[src/shared/tca_consts.svh]
// Constants of the time, calendar and alarm core.
// Assumes inclusion by bare name from package and design files.
`ifndef TCA_CONSTS_SVH
`define TCA_CONSTS_SVH

// Timebase
`define TCA_CLK_HZ        200_000_000
`define TCA_TICK_HZ       100
`define TCA_TICK_CYCLES   (`TCA_CLK_HZ / `TCA_TICK_HZ)

// Register indices, byte address is four times the index
`define TCA_IDX_HS        6'h00
`define TCA_IDX_SEC       6'h01
`define TCA_IDX_MIN       6'h02
`define TCA_IDX_HOUR      6'h03
`define TCA_IDX_WDAY      6'h04
`define TCA_IDX_DATE      6'h05
`define TCA_IDX_MON       6'h06
`define TCA_IDX_YEAR      6'h07
`define TCA_IDX_AMIN      6'h08
`define TCA_IDX_AHOUR     6'h09
`define TCA_IDX_AWD       6'h0A
`define TCA_IDX_CTRL      6'h0B

// Writable bit masks, other bits are fixed zero
`define TCA_MSK_SEC       8'h7F
`define TCA_MSK_MIN       8'h7F
`define TCA_MSK_HOUR      8'h3F
`define TCA_MSK_WDAY      8'h7F
`define TCA_MSK_DATE      8'h3F
`define TCA_MSK_MON       8'h1F
`define TCA_MSK_YEAR      8'hFF
`define TCA_MSK_ALM       8'hFF
`define TCA_MSK_CTRL      8'h07

// BCD limits and calendar values
`define TCA_ZERO          8'h00
`define TCA_ONE           8'h01
`define TCA_HS_LAST       8'h99
`define TCA_SEC_LAST      8'h59
`define TCA_MIN_LAST      8'h59
`define TCA_HOUR_LAST     8'h23
`define TCA_MON_LAST      8'h12
`define TCA_YEAR_LAST     8'h99
`define TCA_WDAY_LAST     8'h40
`define TCA_D31           8'h31
`define TCA_D30           8'h30
`define TCA_D29           8'h29
`define TCA_D28           8'h28
`define TCA_FEB           8'h02
`define TCA_APR           8'h04
`define TCA_JUN           8'h06
`define TCA_SEP           8'h09
`define TCA_NOV           8'h11
`define TCA_NINE          4'h9
`define TCA_NIB_ZERO      4'h0
`define TCA_LEAP_REM      2'h0

// Reset values
`define TCA_RST_WDAY      8'h01
`define TCA_RST_DATE      8'h01
`define TCA_RST_MON       8'h01
`define TCA_RST_YEAR      8'h01
`define TCA_RST_ALM       8'h80
`define TCA_RST_IEN       1'b1

// Field positions
`define TCA_ALM_MASK_BIT  7
`define TCA_CTL_SEL_BIT   0
`define TCA_CTL_FLAG_BIT  1
`define TCA_CTL_IEN_BIT   2
`define TCA_CTL_RSTC_BIT  3
`define TCA_TGT_DATE      1'b1

`endif

[src/shared/tca_pkg.sv]
// Types of the time, calendar and alarm core.
// Assumes tca_consts.svh on the include path.
`include "tca_consts.svh"

package tca_pkg;
  typedef logic [7:0] tca_bcd_t;
  typedef logic [5:0] tca_idx_t;
endpackage

[src/shared/tca_alarm_if.sv]
// Link between the counter core and the alarm comparator.
// Assumes both ends run on the same clock.
`timescale 1ns/10ps
`default_nettype none

interface tca_alarm_if;
  import tca_pkg::*;
  tca_bcd_t cur_min;
  tca_bcd_t cur_hour;
  tca_bcd_t cur_wday;
  tca_bcd_t cur_date;
  tca_bcd_t alm_min;
  tca_bcd_t alm_hour;
  tca_bcd_t alm_wd;
  logic     tgt_date;
  logic     match;
  modport core (output cur_min, cur_hour, cur_wday, cur_date, alm_min, alm_hour, alm_wd,
                output tgt_date, input match);
  modport cmp  (input cur_min, cur_hour, cur_wday, cur_date, alm_min, alm_hour, alm_wd,
                input tgt_date, output match);
endinterface

`default_nettype wire

[src/tca_alarm_cmp.sv]
// Alarm comparator: registered match of alarm settings against current time.
// Assumes clock, reset and enable shared with the counter core.
`timescale 1ns/10ps
`default_nettype none
`include "tca_consts.svh"

module tca_alarm_cmp
  import tca_pkg::*;
(
  input  wire logic clk_i,
  input  wire logic nrst_i,
  input  wire logic ce_i,
  tca_alarm_if.cmp  al
);
  logic match_d;
  logic match_q;

  always_comb
  begin
    logic m_min;
    logic m_hour;
    logic m_wd;
    m_wd   = 1'b0;
    m_min  = al.alm_min[`TCA_ALM_MASK_BIT]  || (al.alm_min[6:0] == al.cur_min[6:0]); // see [RULE24]
    m_hour = al.alm_hour[`TCA_ALM_MASK_BIT] || (al.alm_hour[5:0] == al.cur_hour[5:0]);
    if (al.alm_wd[`TCA_ALM_MASK_BIT])
    begin
      m_wd = 1'b1;
    end
    else if (al.tgt_date == `TCA_TGT_DATE) // see [RULE20]
    begin
      m_wd = (al.alm_wd[5:0] == al.cur_date[5:0]);
    end
    else
    begin
      m_wd = |(al.alm_wd[6:0] & al.cur_wday[6:0]);
    end
    match_d = m_min && m_hour && m_wd; // see [RULE17]
  end

  always_ff @(posedge clk_i)
  begin
    if (!nrst_i)
    begin
      match_q <= 1'b1;
    end
    else if (ce_i)
    begin
      match_q <= match_d;
    end
  end

  assign al.match = match_q;
endmodule

`default_nettype wire

[src/tca_core.sv]
// Time, calendar and alarm core with an APB register slave.
// Assumes a free-running clk_i at 200 MHz and an APB master on the same clock.
// Notes on behaviour
// [RULE1] All time and date counters hold packed BCD, tens high, units low.
// [RULE2] Hundredths count 00 to 99, then back to 00.
// [RULE3] Seconds count 00 to 59, then back to 00.
// [RULE4] Minutes count 00 to 59, then back to 00.
// [RULE5] Hours count 00 to 23 in 24-hour form, then back to 00.
// [RULE6] Fixed-zero bits ignore writes and read as zero.
// [RULE7] Weekday is one-hot in bits 0 to 6, Sunday 01h to Saturday 40h.
// [RULE8] Date, month and year update automatically from 2000 through 2099.
// [RULE9] Date holds two BCD digits, 31 reads as 0011 0001.
// [RULE10] Months 1,3,5,7,8,10,12: date runs 01 to 31, wraps to 01.
// [RULE11] Months 4,6,9,11: date runs 01 to 30, wraps to 01.
// [RULE12] February of a common year: date wraps from 28 to 01.
// [RULE13] February of a leap year: date counts 28, 29, then 01.
// [RULE14] Any year divisible by four is a leap year, no century exception.
// [RULE15] Month counts 01 to 12, then back to 01.
// [RULE16] Year counts 00 to 99, then back to 00.
// [RULE17] Alarm match drives the interrupt low and sets the alarm flag.
// [RULE18] Host writes only valid time values.
// [RULE19] Host writes only valid dates and one-hot weekday codes.
// [RULE20] Target select 1 compares date, 0 compares weekday.
// [RULE21] Alarm flag stays set until host writes zero; writing one does nothing.
// [RULE22] Seconds write or reset command clears hundredths to 00.
// [RULE23] Each counter steps when the lower one wraps; hundredths step at 100 Hz.
// [RULE24] Bit 7 of each alarm register removes that field from the match.
// [RULE25] Hundredths register is read-only; writes are ignored.
`timescale 1ns/10ps
`default_nettype none
`include "tca_consts.svh"

module tca_core
  import tca_pkg::*;
#(
  parameter int TICK_CYCLES = `TCA_TICK_CYCLES
)
(
  input  wire logic        clk_i,
  input  wire logic        nrst_i,
  input  wire logic        ce_i,
  input  wire logic        psel_i,
  input  wire logic        penable_i,
  input  wire logic        pwrite_i,
  input  wire logic [7:0]  paddr_i,
  input  wire logic [31:0] pwdata_i,
  input  wire logic [3:0]  pstrb_i,
  output logic      [31:0] prdata_o,
  output logic             pready_o,
  output logic             pslverr_o,
  output logic             int_n_o
);
  localparam int TW = (TICK_CYCLES > 1) ? $clog2(TICK_CYCLES) : 1;

  // BCD step with wrap to a given first value
  function automatic tca_bcd_t bcd_inc(input tca_bcd_t v, input tca_bcd_t last,
                                       input tca_bcd_t first);
    if (v == last)
    begin
      return first;
    end
    else if (v[3:0] == `TCA_NINE)
    begin
      return {4'(v[7:4] + 4'h1), `TCA_NIB_ZERO}; // see [RULE1]
    end
    else
    begin
      return 8'(v + 8'h01);
    end
  endfunction

  // Year divisible by four: (2*tens + units) mod 4
  function automatic logic is_leap(input tca_bcd_t y);
    return 2'({y[4], 1'b0} + y[1:0]) == `TCA_LEAP_REM; // see [RULE14]
  endfunction

  function automatic tca_bcd_t last_day(input tca_bcd_t m, input tca_bcd_t y);
    if (m == `TCA_FEB)
    begin
      return is_leap(y) ? `TCA_D29 : `TCA_D28; // see [RULE12] see [RULE13]
    end
    else if (m == `TCA_APR || m == `TCA_JUN || m == `TCA_SEP || m == `TCA_NOV)
    begin
      return `TCA_D30; // see [RULE11]
    end
    else
    begin
      return `TCA_D31; // see [RULE10]
    end
  endfunction

  function automatic logic idx_mapped(input tca_idx_t i);
    return i <= `TCA_IDX_CTRL;
  endfunction

  tca_bcd_t       hs_q, hs_d, sec_q, sec_d, min_q, min_d, hour_q, hour_d;
  tca_bcd_t       wday_q, wday_d, date_q, date_d, mon_q, mon_d, year_q, year_d;
  tca_bcd_t       amin_q, amin_d, ahour_q, ahour_d, awd_q, awd_d;
  logic [TW-1:0]  tick_cnt_q, tick_cnt_d;
  logic           sel_q, sel_d, flag_q, flag_d, ien_q, ien_d;
  logic           match_prev_q, int_n_q, int_n_d;
  logic           rd_valid_q, rd_valid_d;
  logic [31:0]    rdata_q, rdata_d;
  logic           tick, c_hs, c_sec, c_min, c_hour, c_date, c_mon;
  logic           done, wr_en, alarm_rise, rst_cmd, aligned;
  tca_idx_t       idx;
  tca_bcd_t       rd_byte;

  tca_alarm_if al ();

  tca_alarm_cmp u_cmp (
    .clk_i  (clk_i),
    .nrst_i (nrst_i),
    .ce_i   (ce_i),
    .al     (al)
  );

  assign al.cur_min  = min_q;
  assign al.cur_hour = hour_q;
  assign al.cur_wday = wday_q;
  assign al.cur_date = date_q;
  assign al.alm_min  = amin_q;
  assign al.alm_hour = ahour_q;
  assign al.alm_wd   = awd_q;
  assign al.tgt_date = sel_q;

  // Bus decode
  assign idx     = paddr_i[7:2];
  assign aligned = (paddr_i[1:0] == 2'b00);
  assign done    = psel_i && penable_i && rd_valid_q;
  assign wr_en   = done && pwrite_i && pstrb_i[0] && aligned && idx_mapped(idx);
  assign rst_cmd = wr_en && (idx == `TCA_IDX_CTRL) && pwdata_i[`TCA_CTL_RSTC_BIT];

  assign pready_o  = done && ce_i;
  assign pslverr_o = done && ce_i && !(aligned && idx_mapped(idx));
  assign prdata_o  = rdata_q;
  assign int_n_o   = int_n_q;

  // Carry chain
  assign tick   = (tick_cnt_q == TW'(TICK_CYCLES - 1)); // see [RULE23]
  assign c_hs   = tick && (hs_q == `TCA_HS_LAST);
  assign c_sec  = c_hs && (sec_q == `TCA_SEC_LAST);
  assign c_min  = c_sec && (min_q == `TCA_MIN_LAST);
  assign c_hour = c_min && (hour_q == `TCA_HOUR_LAST);
  assign c_date = c_hour && (date_q == last_day(mon_q, year_q));
  assign c_mon  = c_date && (mon_q == `TCA_MON_LAST);

  assign alarm_rise = al.match && !match_prev_q;

  // Read multiplexer, fixed-zero bits come back as zero
  always_comb
  begin
    case (idx)
      `TCA_IDX_HS:    rd_byte = hs_q;
      `TCA_IDX_SEC:   rd_byte = sec_q & `TCA_MSK_SEC; // see [RULE6]
      `TCA_IDX_MIN:   rd_byte = min_q & `TCA_MSK_MIN;
      `TCA_IDX_HOUR:  rd_byte = hour_q & `TCA_MSK_HOUR;
      `TCA_IDX_WDAY:  rd_byte = wday_q & `TCA_MSK_WDAY;
      `TCA_IDX_DATE:  rd_byte = date_q & `TCA_MSK_DATE;
      `TCA_IDX_MON:   rd_byte = mon_q & `TCA_MSK_MON;
      `TCA_IDX_YEAR:  rd_byte = year_q;
      `TCA_IDX_AMIN:  rd_byte = amin_q;
      `TCA_IDX_AHOUR: rd_byte = ahour_q;
      `TCA_IDX_AWD:   rd_byte = awd_q;
      `TCA_IDX_CTRL:  rd_byte = {5'h00, ien_q, flag_q, sel_q};
      default:        rd_byte = `TCA_ZERO;
    endcase
  end

  // Read capture and access completion
  always_comb
  begin
    rd_valid_d = rd_valid_q;
    rdata_d    = rdata_q;
    if (done)
    begin
      rd_valid_d = 1'b0;
    end
    else if (psel_i)
    begin
      rd_valid_d = 1'b1;
      rdata_d    = {24'h00_0000, (aligned ? rd_byte : `TCA_ZERO)};
    end
  end

  always_ff @(posedge clk_i)
  begin
    if (!nrst_i)
    begin
      rd_valid_q <= 1'b0;
      rdata_q    <= 32'h0000_0000;
    end
    else if (ce_i)
    begin
      rd_valid_q <= rd_valid_d;
      rdata_q    <= rdata_d;
    end
  end

  // Counters, alarm settings, control and flag
  always_comb
  begin
    tick_cnt_d = tick ? '0 : TW'(tick_cnt_q + 1'b1);
    hs_d    = tick   ? bcd_inc(hs_q, `TCA_HS_LAST, `TCA_ZERO) : hs_q; // see [RULE2]
    sec_d   = c_hs   ? bcd_inc(sec_q, `TCA_SEC_LAST, `TCA_ZERO) : sec_q; // see [RULE3]
    min_d   = c_sec  ? bcd_inc(min_q, `TCA_MIN_LAST, `TCA_ZERO) : min_q; // see [RULE4]
    hour_d  = c_min  ? bcd_inc(hour_q, `TCA_HOUR_LAST, `TCA_ZERO) : hour_q; // see [RULE5]
    wday_d  = c_hour ? ((wday_q == `TCA_WDAY_LAST) ? `TCA_ONE : 8'(wday_q << 1)) : wday_q; // see [RULE7]
    date_d  = c_hour ? bcd_inc(date_q, last_day(mon_q, year_q), `TCA_ONE) : date_q; // see [RULE9]
    mon_d   = c_date ? bcd_inc(mon_q, `TCA_MON_LAST, `TCA_ONE) : mon_q; // see [RULE15]
    year_d  = c_mon  ? bcd_inc(year_q, `TCA_YEAR_LAST, `TCA_ZERO) : year_q; // see [RULE16] see [RULE8]
    amin_d  = amin_q;
    ahour_d = ahour_q;
    awd_d   = awd_q;
    sel_d   = sel_q;
    ien_d   = ien_q;
    flag_d  = flag_q;
    if (wr_en)
    begin
      case (idx)
        `TCA_IDX_SEC:
        begin
          sec_d      = pwdata_i[7:0] & `TCA_MSK_SEC; // see [RULE6]
          hs_d       = `TCA_ZERO; // see [RULE22]
          tick_cnt_d = '0;
        end
        `TCA_IDX_MIN:   min_d   = pwdata_i[7:0] & `TCA_MSK_MIN;
        `TCA_IDX_HOUR:  hour_d  = pwdata_i[7:0] & `TCA_MSK_HOUR;
        `TCA_IDX_WDAY:  wday_d  = pwdata_i[7:0] & `TCA_MSK_WDAY;
        `TCA_IDX_DATE:  date_d  = pwdata_i[7:0] & `TCA_MSK_DATE;
        `TCA_IDX_MON:   mon_d   = pwdata_i[7:0] & `TCA_MSK_MON;
        `TCA_IDX_YEAR:  year_d  = pwdata_i[7:0] & `TCA_MSK_YEAR;
        `TCA_IDX_AMIN:  amin_d  = pwdata_i[7:0] & `TCA_MSK_ALM;
        `TCA_IDX_AHOUR: ahour_d = pwdata_i[7:0] & `TCA_MSK_ALM;
        `TCA_IDX_AWD:   awd_d   = pwdata_i[7:0] & `TCA_MSK_ALM;
        `TCA_IDX_CTRL:
        begin
          sel_d = pwdata_i[`TCA_CTL_SEL_BIT];
          ien_d = pwdata_i[`TCA_CTL_IEN_BIT];
          if (!pwdata_i[`TCA_CTL_FLAG_BIT])
          begin
            flag_d = 1'b0; // see [RULE21]
          end
        end
        default:
        begin
          // Hundredths register is read-only
          hs_d = hs_d; // see [RULE25]
        end
      endcase
    end
    if (rst_cmd)
    begin
      hs_d       = `TCA_ZERO; // see [RULE22]
      tick_cnt_d = '0;
    end
    if (alarm_rise)
    begin
      flag_d = 1'b1; // see [RULE17]
    end
    int_n_d = !(flag_d && ien_d);
  end

  always_ff @(posedge clk_i)
  begin
    if (!nrst_i)
    begin
      tick_cnt_q   <= '0;
      hs_q         <= `TCA_ZERO;
      sec_q        <= `TCA_ZERO;
      min_q        <= `TCA_ZERO;
      hour_q       <= `TCA_ZERO;
      wday_q       <= `TCA_RST_WDAY;
      date_q       <= `TCA_RST_DATE;
      mon_q        <= `TCA_RST_MON;
      year_q       <= `TCA_RST_YEAR;
      amin_q       <= `TCA_RST_ALM;
      ahour_q      <= `TCA_RST_ALM;
      awd_q        <= `TCA_RST_ALM;
      sel_q        <= 1'b0;
      ien_q        <= `TCA_RST_IEN;
      flag_q       <= 1'b0;
      match_prev_q <= 1'b1;
      int_n_q      <= 1'b1;
    end
    else if (ce_i)
    begin
      tick_cnt_q   <= tick_cnt_d;
      hs_q         <= hs_d;
      sec_q        <= sec_d;
      min_q        <= min_d;
      hour_q       <= hour_d;
      wday_q       <= wday_d;
      date_q       <= date_d;
      mon_q        <= mon_d;
      year_q       <= year_d;
      amin_q       <= amin_d;
      ahour_q      <= ahour_d;
      awd_q        <= awd_d;
      sel_q        <= sel_d;
      ien_q        <= ien_d;
      flag_q       <= flag_d;
      match_prev_q <= al.match;
      int_n_q      <= int_n_d;
    end
  end

  property p_hs_wrap; // see [RULE2]
    @(posedge clk_i) disable iff (!nrst_i)
      ce_i && tick && hs_q == `TCA_HS_LAST && !wr_en |=> hs_q == `TCA_ZERO && sec_q != $past(sec_q);
  endproperty
  a_hs_wrap: assert property (p_hs_wrap) else $error("hundredths did not wrap with carry");

  property p_sec_wrap; // see [RULE3]
    @(posedge clk_i) disable iff (!nrst_i)
      ce_i && c_sec && !wr_en |=> sec_q == `TCA_ZERO;
  endproperty
  a_sec_wrap: assert property (p_sec_wrap) else $error("seconds did not wrap at 59");

  property p_hour_wrap; // see [RULE5]
    @(posedge clk_i) disable iff (!nrst_i)
      ce_i && c_hour && !wr_en |=> hour_q == `TCA_ZERO && date_q != $past(date_q);
  endproperty
  a_hour_wrap: assert property (p_hour_wrap) else $error("hours did not wrap at 23");

  property p_wday_rot; // see [RULE7]
    @(posedge clk_i) disable iff (!nrst_i)
      ce_i && c_hour && !wr_en && wday_q == `TCA_WDAY_LAST |=> wday_q == `TCA_ONE;
  endproperty
  a_wday_rot: assert property (p_wday_rot) else $error("weekday did not return to Sunday");

  property p_feb_common; // see [RULE12]
    @(posedge clk_i) disable iff (!nrst_i)
      ce_i && c_hour && !wr_en && mon_q == `TCA_FEB && date_q == `TCA_D28 && !is_leap(year_q)
      |=> date_q == `TCA_ONE && mon_q == 8'h03;
  endproperty
  a_feb_common: assert property (p_feb_common) else $error("common February did not end at 28");

  property p_feb_leap; // see [RULE13]
    @(posedge clk_i) disable iff (!nrst_i)
      ce_i && c_hour && !wr_en && mon_q == `TCA_FEB && date_q == `TCA_D28 && is_leap(year_q)
      |=> date_q == `TCA_D29 && mon_q == `TCA_FEB;
  endproperty
  a_feb_leap: assert property (p_feb_leap) else $error("leap February skipped the 29th");

  property p_flag_hold; // see [RULE21]
    @(posedge clk_i) disable iff (!nrst_i)
      flag_q && !(wr_en && idx == `TCA_IDX_CTRL && !pwdata_i[`TCA_CTL_FLAG_BIT]) |=> flag_q;
  endproperty
  a_flag_hold: assert property (p_flag_hold) else $error("alarm flag dropped without a clear");

  property p_alarm_int; // see [RULE17]
    @(posedge clk_i) disable iff (!nrst_i)
      ce_i && al.match && !match_prev_q && ien_q && !(wr_en && idx == `TCA_IDX_CTRL)
      |=> flag_q && !int_n_o;
  endproperty
  a_alarm_int: assert property (p_alarm_int) else $error("alarm match did not raise flag and int");

  property p_sec_clears_hs; // see [RULE22]
    @(posedge clk_i) disable iff (!nrst_i)
      ce_i && wr_en && idx == `TCA_IDX_SEC |=> hs_q == `TCA_ZERO && tick_cnt_q == '0;
  endproperty
  a_sec_clears_hs: assert property (p_sec_clears_hs) else $error("seconds write kept hundredths");

  property p_sec_zero_bit; // see [RULE6]
    @(posedge clk_i) disable iff (!nrst_i)
      ce_i && psel_i && !rd_valid_q && aligned && idx == `TCA_IDX_SEC |=> prdata_o[31:7] == '0;
  endproperty
  a_sec_zero_bit: assert property (p_sec_zero_bit) else $error("fixed-zero bit read as one");

  property p_hs_ro; // see [RULE25]
    @(posedge clk_i) disable iff (!nrst_i)
      ce_i && wr_en && idx == `TCA_IDX_HS && !tick |=> hs_q == $past(hs_q);
  endproperty
  a_hs_ro: assert property (p_hs_ro) else $error("hundredths changed on a write");
endmodule

`default_nettype wire

[config.mk]
export PLATFORM = sky130hd
export DESIGN_NAME = tca_core
export DESIGN_NICKNAME = d
export VERILOG_FILES = /design/src/shared/tca_pkg.sv /design/src/shared/tca_alarm_if.sv /design/src/tca_alarm_cmp.sv /design/src/tca_core.sv
export VERILOG_INCLUDE_DIRS = /design/src /design/src/shared
export SDC_FILE = /design/constraint.sdc
export NUM_CORES = 1
export LEC_CHECK = 0
export BUFFER_PORTS_ARGS = -buffer_cell sky130_fd_sc_hd__buf_4
export CAP_MARGIN = 20
export CORE_ASPECT_RATIO = 1.1
export CORE_MARGIN = 5
export CORE_UTILIZATION = 30
export DETAILED_ROUTE_END_ITERATION = 10
export SLEW_MARGIN = 40
export SYNTH_ARGS = -nofsm -noshare
export SYNTH_HDL_FRONTEND = slang
export SYNTH_SLANG_ARGS = --single-unit
[constraint.sdc]
create_clock -name clk_i -period 3.8 [get_ports clk_i]
set_clock_uncertainty 0.2 [all_clocks]
set_input_delay 0.19 -clock clk_i [delete_from_list [all_inputs] [get_ports clk_i]]
set_output_delay 0.19 -clock clk_i [all_outputs]
set_load 0.1 [all_outputs]
==> flow_summary.ini, run 1 <==
[yosys]
syn_area_per_cell_sq_um = 7.81
synth-xor-area-share_pct = 4.18
async_flop_share_pct = 0
synth_top_family_by_area = simple AND/OR/NAND/NOR gates
syn-cell-area_sq_um = 8600
synthAdderAreaFrac_pct = 3.93
seq_area_frac_synth_pct = 28.9
syn-instance-count = 1101
synth_flop_cell = dfxtp_1
synth_seq_cells = 124
ys_warn_count = 0
synth_simple_gate_area_share_pct = 26.9
synth_compound_area_share_pct = 22.7
synth_enable_flop_cells = 0
synthDistinctLibCells = 83
muxShareOfSynthArea_pct = 6.04

[cells_and_area]
drive_gt1_share_pct = 12.4
nNetsFinal = 1192
fillers = 2982
antennaDiodeCount = 0
final_cell_count_no_fill = 1496
design_area_sq_um = 9810
syn_to_final_growth_pct = 14.1

[sta]
setup_tns_ns = 0
grt_setup_unrepaired = no
min_period_over_period_pct = 90.2
hold_violations = 0
min_period_ns = 3.43
max_slew_margin_pct = 47.0
max_freq_ghz = 0.292
fin_ws_ns = 0.374
slew_violations = 0
finalSetupViolCount = 0
worst_pin_slew_ns = 0.789

[global_routing]
track_usage_pct = 17.3
grt_max_degree = 47
antenna_found_initial = 0
grt_pass1_vias = 7916
grt_pass1_wl_um = 44600
grt_overflow = 0

[placement]
pre_cts_ws_ns = 0.421
place_congestion = 0.893
dp.cells = 1452
dpl.hpwl_um = 19600
dpl_cell_area_sq_um = 9070
numPortBuffers = 33

[floorplan]
core_sq_um = 28500
die_y_um = 188
ioPinCount = 85
die_area_sq_um = 32200
start_util_pct = 30.2
fp.dieW_um = 171
row_count = 65

[worst_setup_path]
crit_path_start_kind = register
end_kind = register
path_max_fanout = 9
worstSetupPathType = register to register
worstPathRequired_ns = 3.98
worstPathArrival_ns = 3.60

[clock_network]
clk_pin_slew_ns = 0.06
cts_buffer_depth = 2
numCtsBuffers = 17
cts_root_buffer = clkbuf_16
insertion_delay_ns = 0.43
htree_levels = 4
cts_tree = built
cts_sinks = 124
cts_resized = 0

[flow_run]
maxCapViolations = 0

[pwr]
combPwrFrac_pct = 9.6
switching_power_uw = 975
p_per_area_nw_per_um2 = 341
p_int_mw = 2.37
p_clk_share_pct = 50.8
switching_share_pct = 29.1
p_leak_nw = 3.63
power_frac_seq_pct = 39.6
peakVddDrop_uv = 226

[drt]
route.detailed.drc = 0
wl_um = 28000
avgRoutedWirePerCell_um = 18.7
viasPerCell = 5.68
first_pass_iters = 6
vias = 8503
final_antenna_net_count = 0
drt_iter0_markers = 787

[status]
status = finished clean

[worst_hold_path]
hp-class = primary input to register
cells in the mapped netlist (7+ instances only):
cell type | n | area, sq um
a211oi_1 | 7 | 52.6
a21boi_0 | 7 | 52.6
a21oi_1 | 87 | 435
a22oi_1 | 20 | 150
a31oi_1 | 16 | 100
and2_1 | 9 | 56.3
and3_1 | 15 | 93.8
and4_1 | 8 | 70.1
buf_4 | 28 | 210
clkbuf_1 | 59 | 221
dfxtp_1 | 124 | 2480
ha_1 | 27 | 338
inv_1 | 29 | 109
mux2_2 | 7 | 78.8
mux2i_1 | 17 | 170
mux4_2 | 12 | 270
nand2_1 | 127 | 477
nand2b_1 | 8 | 50.1
nand3_1 | 77 | 385
nand3b_1 | 7 | 52.6
nand4_1 | 19 | 119
nor2_1 | 89 | 334
nor3_1 | 24 | 120
nor3b_1 | 8 | 60.1
nor4_1 | 16 | 100
nor4b_1 | 8 | 70.1
o21a_1 | 7 | 52.6
o21ai_0 | 52 | 260
o22ai_1 | 19 | 119
o31ai_1 | 10 | 75.1
o41ai_1 | 8 | 70.1
or2_2 | 9 | 56.3
xnor2_1 | 12 | 105
xor2_1 | 29 | 254
final timing paths:
kind | cells after the start | startpoint | slack [ns] | end
min | 2 | nrst_i | 0.01 | match_prev_q
max | 8 | sec_q[0] | 0.37 | mon_q[1]
max reg2reg | 8 | sec_q[0] | 0.37 | mon_q[1]
min reg2reg | 2 | prdata_o[6] | 0.26 | prdata_o[6]
per-layer routing:
| metal | part of all wire [%] | GRT usage, % | up-vias |
|---|---|---|---|
| met5 | 0 | 0 | - |
| met4 | 3.5 | 6.43 | 0 |
| met3 | 7.0 | 2.89 | 64 |
| met2 | 46 | 27.6 | 340 |
| met1 | 43 | 23.4 | 4036 |
| li1 | - | - | 4063 |
power by group through the flow:
| stage | combinational [mW] | clock, mW | sequential (mW) |
|---|---|---|---|
| global placement | 0.305 | 0 | 1.35 |
| global route | 0.336 | 1.79 | 1.32 |
| floorplan | 0.257 | 0 | 1.34 |
| finish | 0.321 | 1.70 | 1.32 |
| CTS | 0.318 | 1.72 | 1.32 |
| detailed placement | 0.307 | 0 | 1.35 |
metrics by stage:
stage,utilization [%],total power [mW],hold slack [ns]
finish,34.5,3.35,0.0120
global route,34.5,3.45,0.0287
CTS,34.4,3.37,0.00797
detailed placement,31.9,1.66,0.252
global placement,31.9,1.66,0.248
floorplan,-,1.60,0.137
logic make-up after synthesis:
group	Yosys count
adders and majority gates	27
other	1
and+or+nand+nor	450
AOI/OAI and AO/OA	294
DFF	124
muxes	36
xor gates and xnor gates	41
buffers and inverters	128
worst max-delay path: stages, from the launching register on:
cell and delay, ns:
dfxtp_1 0.50, ha_1 0.27, nand3b_1 0.27, or4b_4 0.64, nor4_4 0.40, o211ai_2 0.27
or3_4 0.40, a2111oi_4 0.27, o31a_1 0.14
registers in the layout, indices dropped and copies added (netlist names), 8 cells and up:
signal       cells
tick_cnt_q      21
al.cur_date      8
al.cur_wday      8
mon_q            8
al.alm_wd        8
sec_q            8
year_q           8
hs_q             8
al.cur_min       8
al.alm_min       8
prdata_o         8
al.cur_hour      8
ahour_q          8
cell usage in the layout, fill, tap and decap left out, types with 15 or more instances in the layout:
master,Yosys,layout
o22ai_1,19,19
xor2_1,29,29
conb_1,1,24
nand4_1,19,19
nor4_1,16,15
ha_1,27,27
o21ai_0,52,52
mux2i_1,17,17
and3_1,15,15
buf_4,28,58
nor3_1,24,23
clkbuf_16,0,17
nor2_1,89,88
dfxtp_1,124,124
inv_1,29,29
a31oi_1,16,16
nand3_1,77,77
nand2_1,127,127
a22oi_1,20,20
a21oi_1,87,87
area by class of cell:
| class | instances | area [sq um] | share of cell area [%] |
|---|---|---|---|
| multi-input cells | 872 | 5590 | 57.0 |
| flip-flops and latches | 124 | 2480 | 25.3 |
| repair buffers | 70 | 556 | 5.66 |
| well taps | 368 | 460 | 4.70 |
| clock buffers | 17 | 425 | 4.34 |
| clock inverters | 15 | 180 | 1.84 |
| inverters | 30 | 113 | 1.15 |
timing repair:
| item | in CTS | in global routing |
|---|---|---|
| hold buffers | 12 | 0 |
| setup endpoints to repair | 0 | 0 |
| hold endpoints to repair | 31 | 0 |
| setup buffers | 0 | 0 |
Power figures use the tool's default switching activity.
==> run 2: changes to the inputs <==
- ABC_AREA: not set -> 1
==> flow_summary.ini, run 2 <==
[clock_network]
cts_tree = built
numCtsBuffers = 17
clk_pin_slew_ns = 0.06
cts_root_buffer = clkbuf_16
post_cts_buffers = 0
htree_levels = 4
insertion_delay_ns = 0.44
cts_resized = 0
cts_sinks = 124
cts_buffer_depth = 2
ctsHoldBuffers = 9

[placement]
numPortBuffers = 33
place_congestion = 0.958
dp.cells = 1624
dpl.hpwl_um = 19000

[sta]
worst_pin_slew_ns = 0.773
max_freq_ghz = 0.345
finalSetupViolCount = 0
hold_violations = 0
slew_violations = 0
grt_setup_unrepaired = no
setup_tns_ns = 0
min_period_over_period_pct = 76.4
min_period_ns = 2.90
max_slew_margin_pct = 48.1

[yosys]
ys_warn_count = 0
synth_enable_flop_cells = 0
syn-instance-count = 1260
synth_flop_cell = dfxtp_1
yosysTopAreaCell = dfxtp_1
ys_top_cells_by_area = dfxtp_1 30%, nand2_1 9.9%, inv_1 7.6%, a21oi_1 6.7%, o21ai_0 6.7%
synthDistinctLibCells = 52
async_flop_share_pct = 0
synth_seq_cells = 124
syn_area_per_cell_sq_um = 6.55
synthTopCellsByCount = 218 x nand2_1, 167 x inv_1, 124 x dfxtp_1, 120 x nor2_1
synth.most_common_cell = nand2_1
seq_area_frac_synth_pct = 30.1
synth_top_area_share_pct = 30.1
syn-cell-area_sq_um = 8260

[cells_and_area]
final_cell_count_no_fill = 1665
syn_to_final_growth_pct = 15.0
layout_common_cells = 218 x nand2_1, 166 x inv_1, 124 x dfxtp_1
nNetsFinal = 1372
fillers = 2920
antennaDiodeCount = 0
postLayoutCoreUtil_pct = 35.1
largest_reg_flops = 21
drive_gt1_share_pct = 7.65
final_common_cell = nand2_1
top_register = tick_cnt_q

[flow_run]
maxCapViolations = 0

[worst_hold_path]
hp-start = ce_i
hp-class = primary input to register

[drt]
viasPerCell = 5.17
route.detailed.drc = 0
drt_iter0_markers = 676
final_antenna_net_count = 0
first_pass_iters = 5
vias = 8606
avgRoutedWirePerCell_um = 16.0
wl_um = 26600

[floorplan]
ioPinCount = 85
core_sq_um = 27000
die_y_um = 184
start_util_pct = 30.5
row_count = 63
die_area_sq_um = 31000
fp.dieW_um = 168

[worst_setup_path]
end_kind = register
crit_path_start_kind = register
r2r_start = mon_q[4]
worstPathRequired_ns = 3.96
cpPeakStageDelay_ns = 0.58
worstSetupPathType = register to register
cp_cell_sequence = ha_1 > nor3b_1 > nand3_1 > nand4_1 > nand3_1 > nor2_4 > buf_4 > inv_2 > a21oi_1 > o21ai_0 > a21oi_1
slowest_stage = dfxtp_1
path_max_fanout = 11
worstPathArrival_ns = 3.07
startpoint = mon_q[4]

[global_routing]
antenna_found_initial = 0
grt_pass1_wl_um = 42600
track_usage_pct = 17.0
grt_overflow = 0
grt_max_degree = 66
grt_pass1_vias = 8019

[pwr]
peakVddDrop_uv = 278
p_per_area_nw_per_um2 = 362
p_leak_nw = 3.80

[status]
status = finished clean
-- run 2: cell types whose count changed in the layout (fill, tap and decap cells not counted), sizes merged, moves of 14 or more --
cell / before / now
inv: 38 / 170
nand2: 127 / 220
o21ai: 54 / 120
nor2: 89 / 125
nand3: 77 / 103
a21oi: 87 / 111
o211ai: 5 / 24
a22oi: 20 / 2
mux2i: 17 / 0
a221oi: 2 / 17
and3: 16 / 2
nor4: 19 / 5
-- run 2: through the flow --
| step | worst slack, ns | power, mW | hold slack [ns] | cell area, sq um |
|---|---|---|---|---|
| 4_1_cts | 0.889 | 3.45 | 0.0551 | 9500 |
| 3_3_place_gp | 0.835 | 1.75 | 0.252 | 8800 |
| 2_1_floorplan | 0.348 | 1.67 | 0.120 | 8350 |
| 5_1_grt | 0.605 | 3.56 | 0.0913 | 9500 |
| 6_report | 0.897 | 3.44 | 0.0596 | 9500 |
| 3_5_place_dp | 0.814 | 1.76 | 0.258 | 8800 |
-- run 2: power breakdown --
| group | switching, mW | total (mW) | internal, mW |
|---|---|---|---|
| clock | 0.648 | 1.70 | 1.05 |
| sequential | 0.0361 | 1.36 | 1.33 |
| combinational | 0.291 | 0.376 | 0.0853 |
| total | 0.975 | 3.44 | 2.46 |
-- run 2: final timing paths --
path	end	slack (ns)	cells after the start
max	mon_q[5]	0.90	11
min	match_prev_q	0.06	2
max reg2reg	mon_q[5]	0.90	11
min reg2reg	prdata_o[7]	0.27	2
-- run 2: metal layers --
layer | vias up | track usage [%] | share of wire, %
met2 | 284 | 28.1 | 47
met5 | - | 0 | 0
met1 | 3978 | 22.0 | 44
met4 | 0 | 7.24 | 3.4
met3 | 58 | 2.90 | 5.7
li1 | 4286 | - | -
-- run 2: critical path, delay by kind of cell (launching register included) --
kind / cells / cell delay [ns]
flops: 1 / 0.58
fa+ha+maj: 1 / 0.21
buf+inv: 2 / 0.33
simple gates: 5 / 1.17
compound gates: 3 / 0.35
-- run 2: cells by family (layout without fill, tap and decap cells) --
logic type      after synthesis  after routing  share of synthesized area, %
compound gates              340            340                          23.6
flops                       124            124                          30.1
fa+ha+maj                    27             27                          4.09
xor+xnor                     31             31                          3.29
other cells                   1             24                        0.0454
buf+inv                     236            261                          12.1
simple gates                501            501                          26.8
-- run 2: layout make-up --
type	instances	area, sq um	area share (%)
Multi-Input combinational cell	923	4860	51.2
Sequential cell	124	2480	26.1
Inverter	172	647	6.81
Timing Repair Buffer	57	450	4.74
Tap cell	357	447	4.70
Clock buffer	19	443	4.66
Clock inverter	13	166	1.75
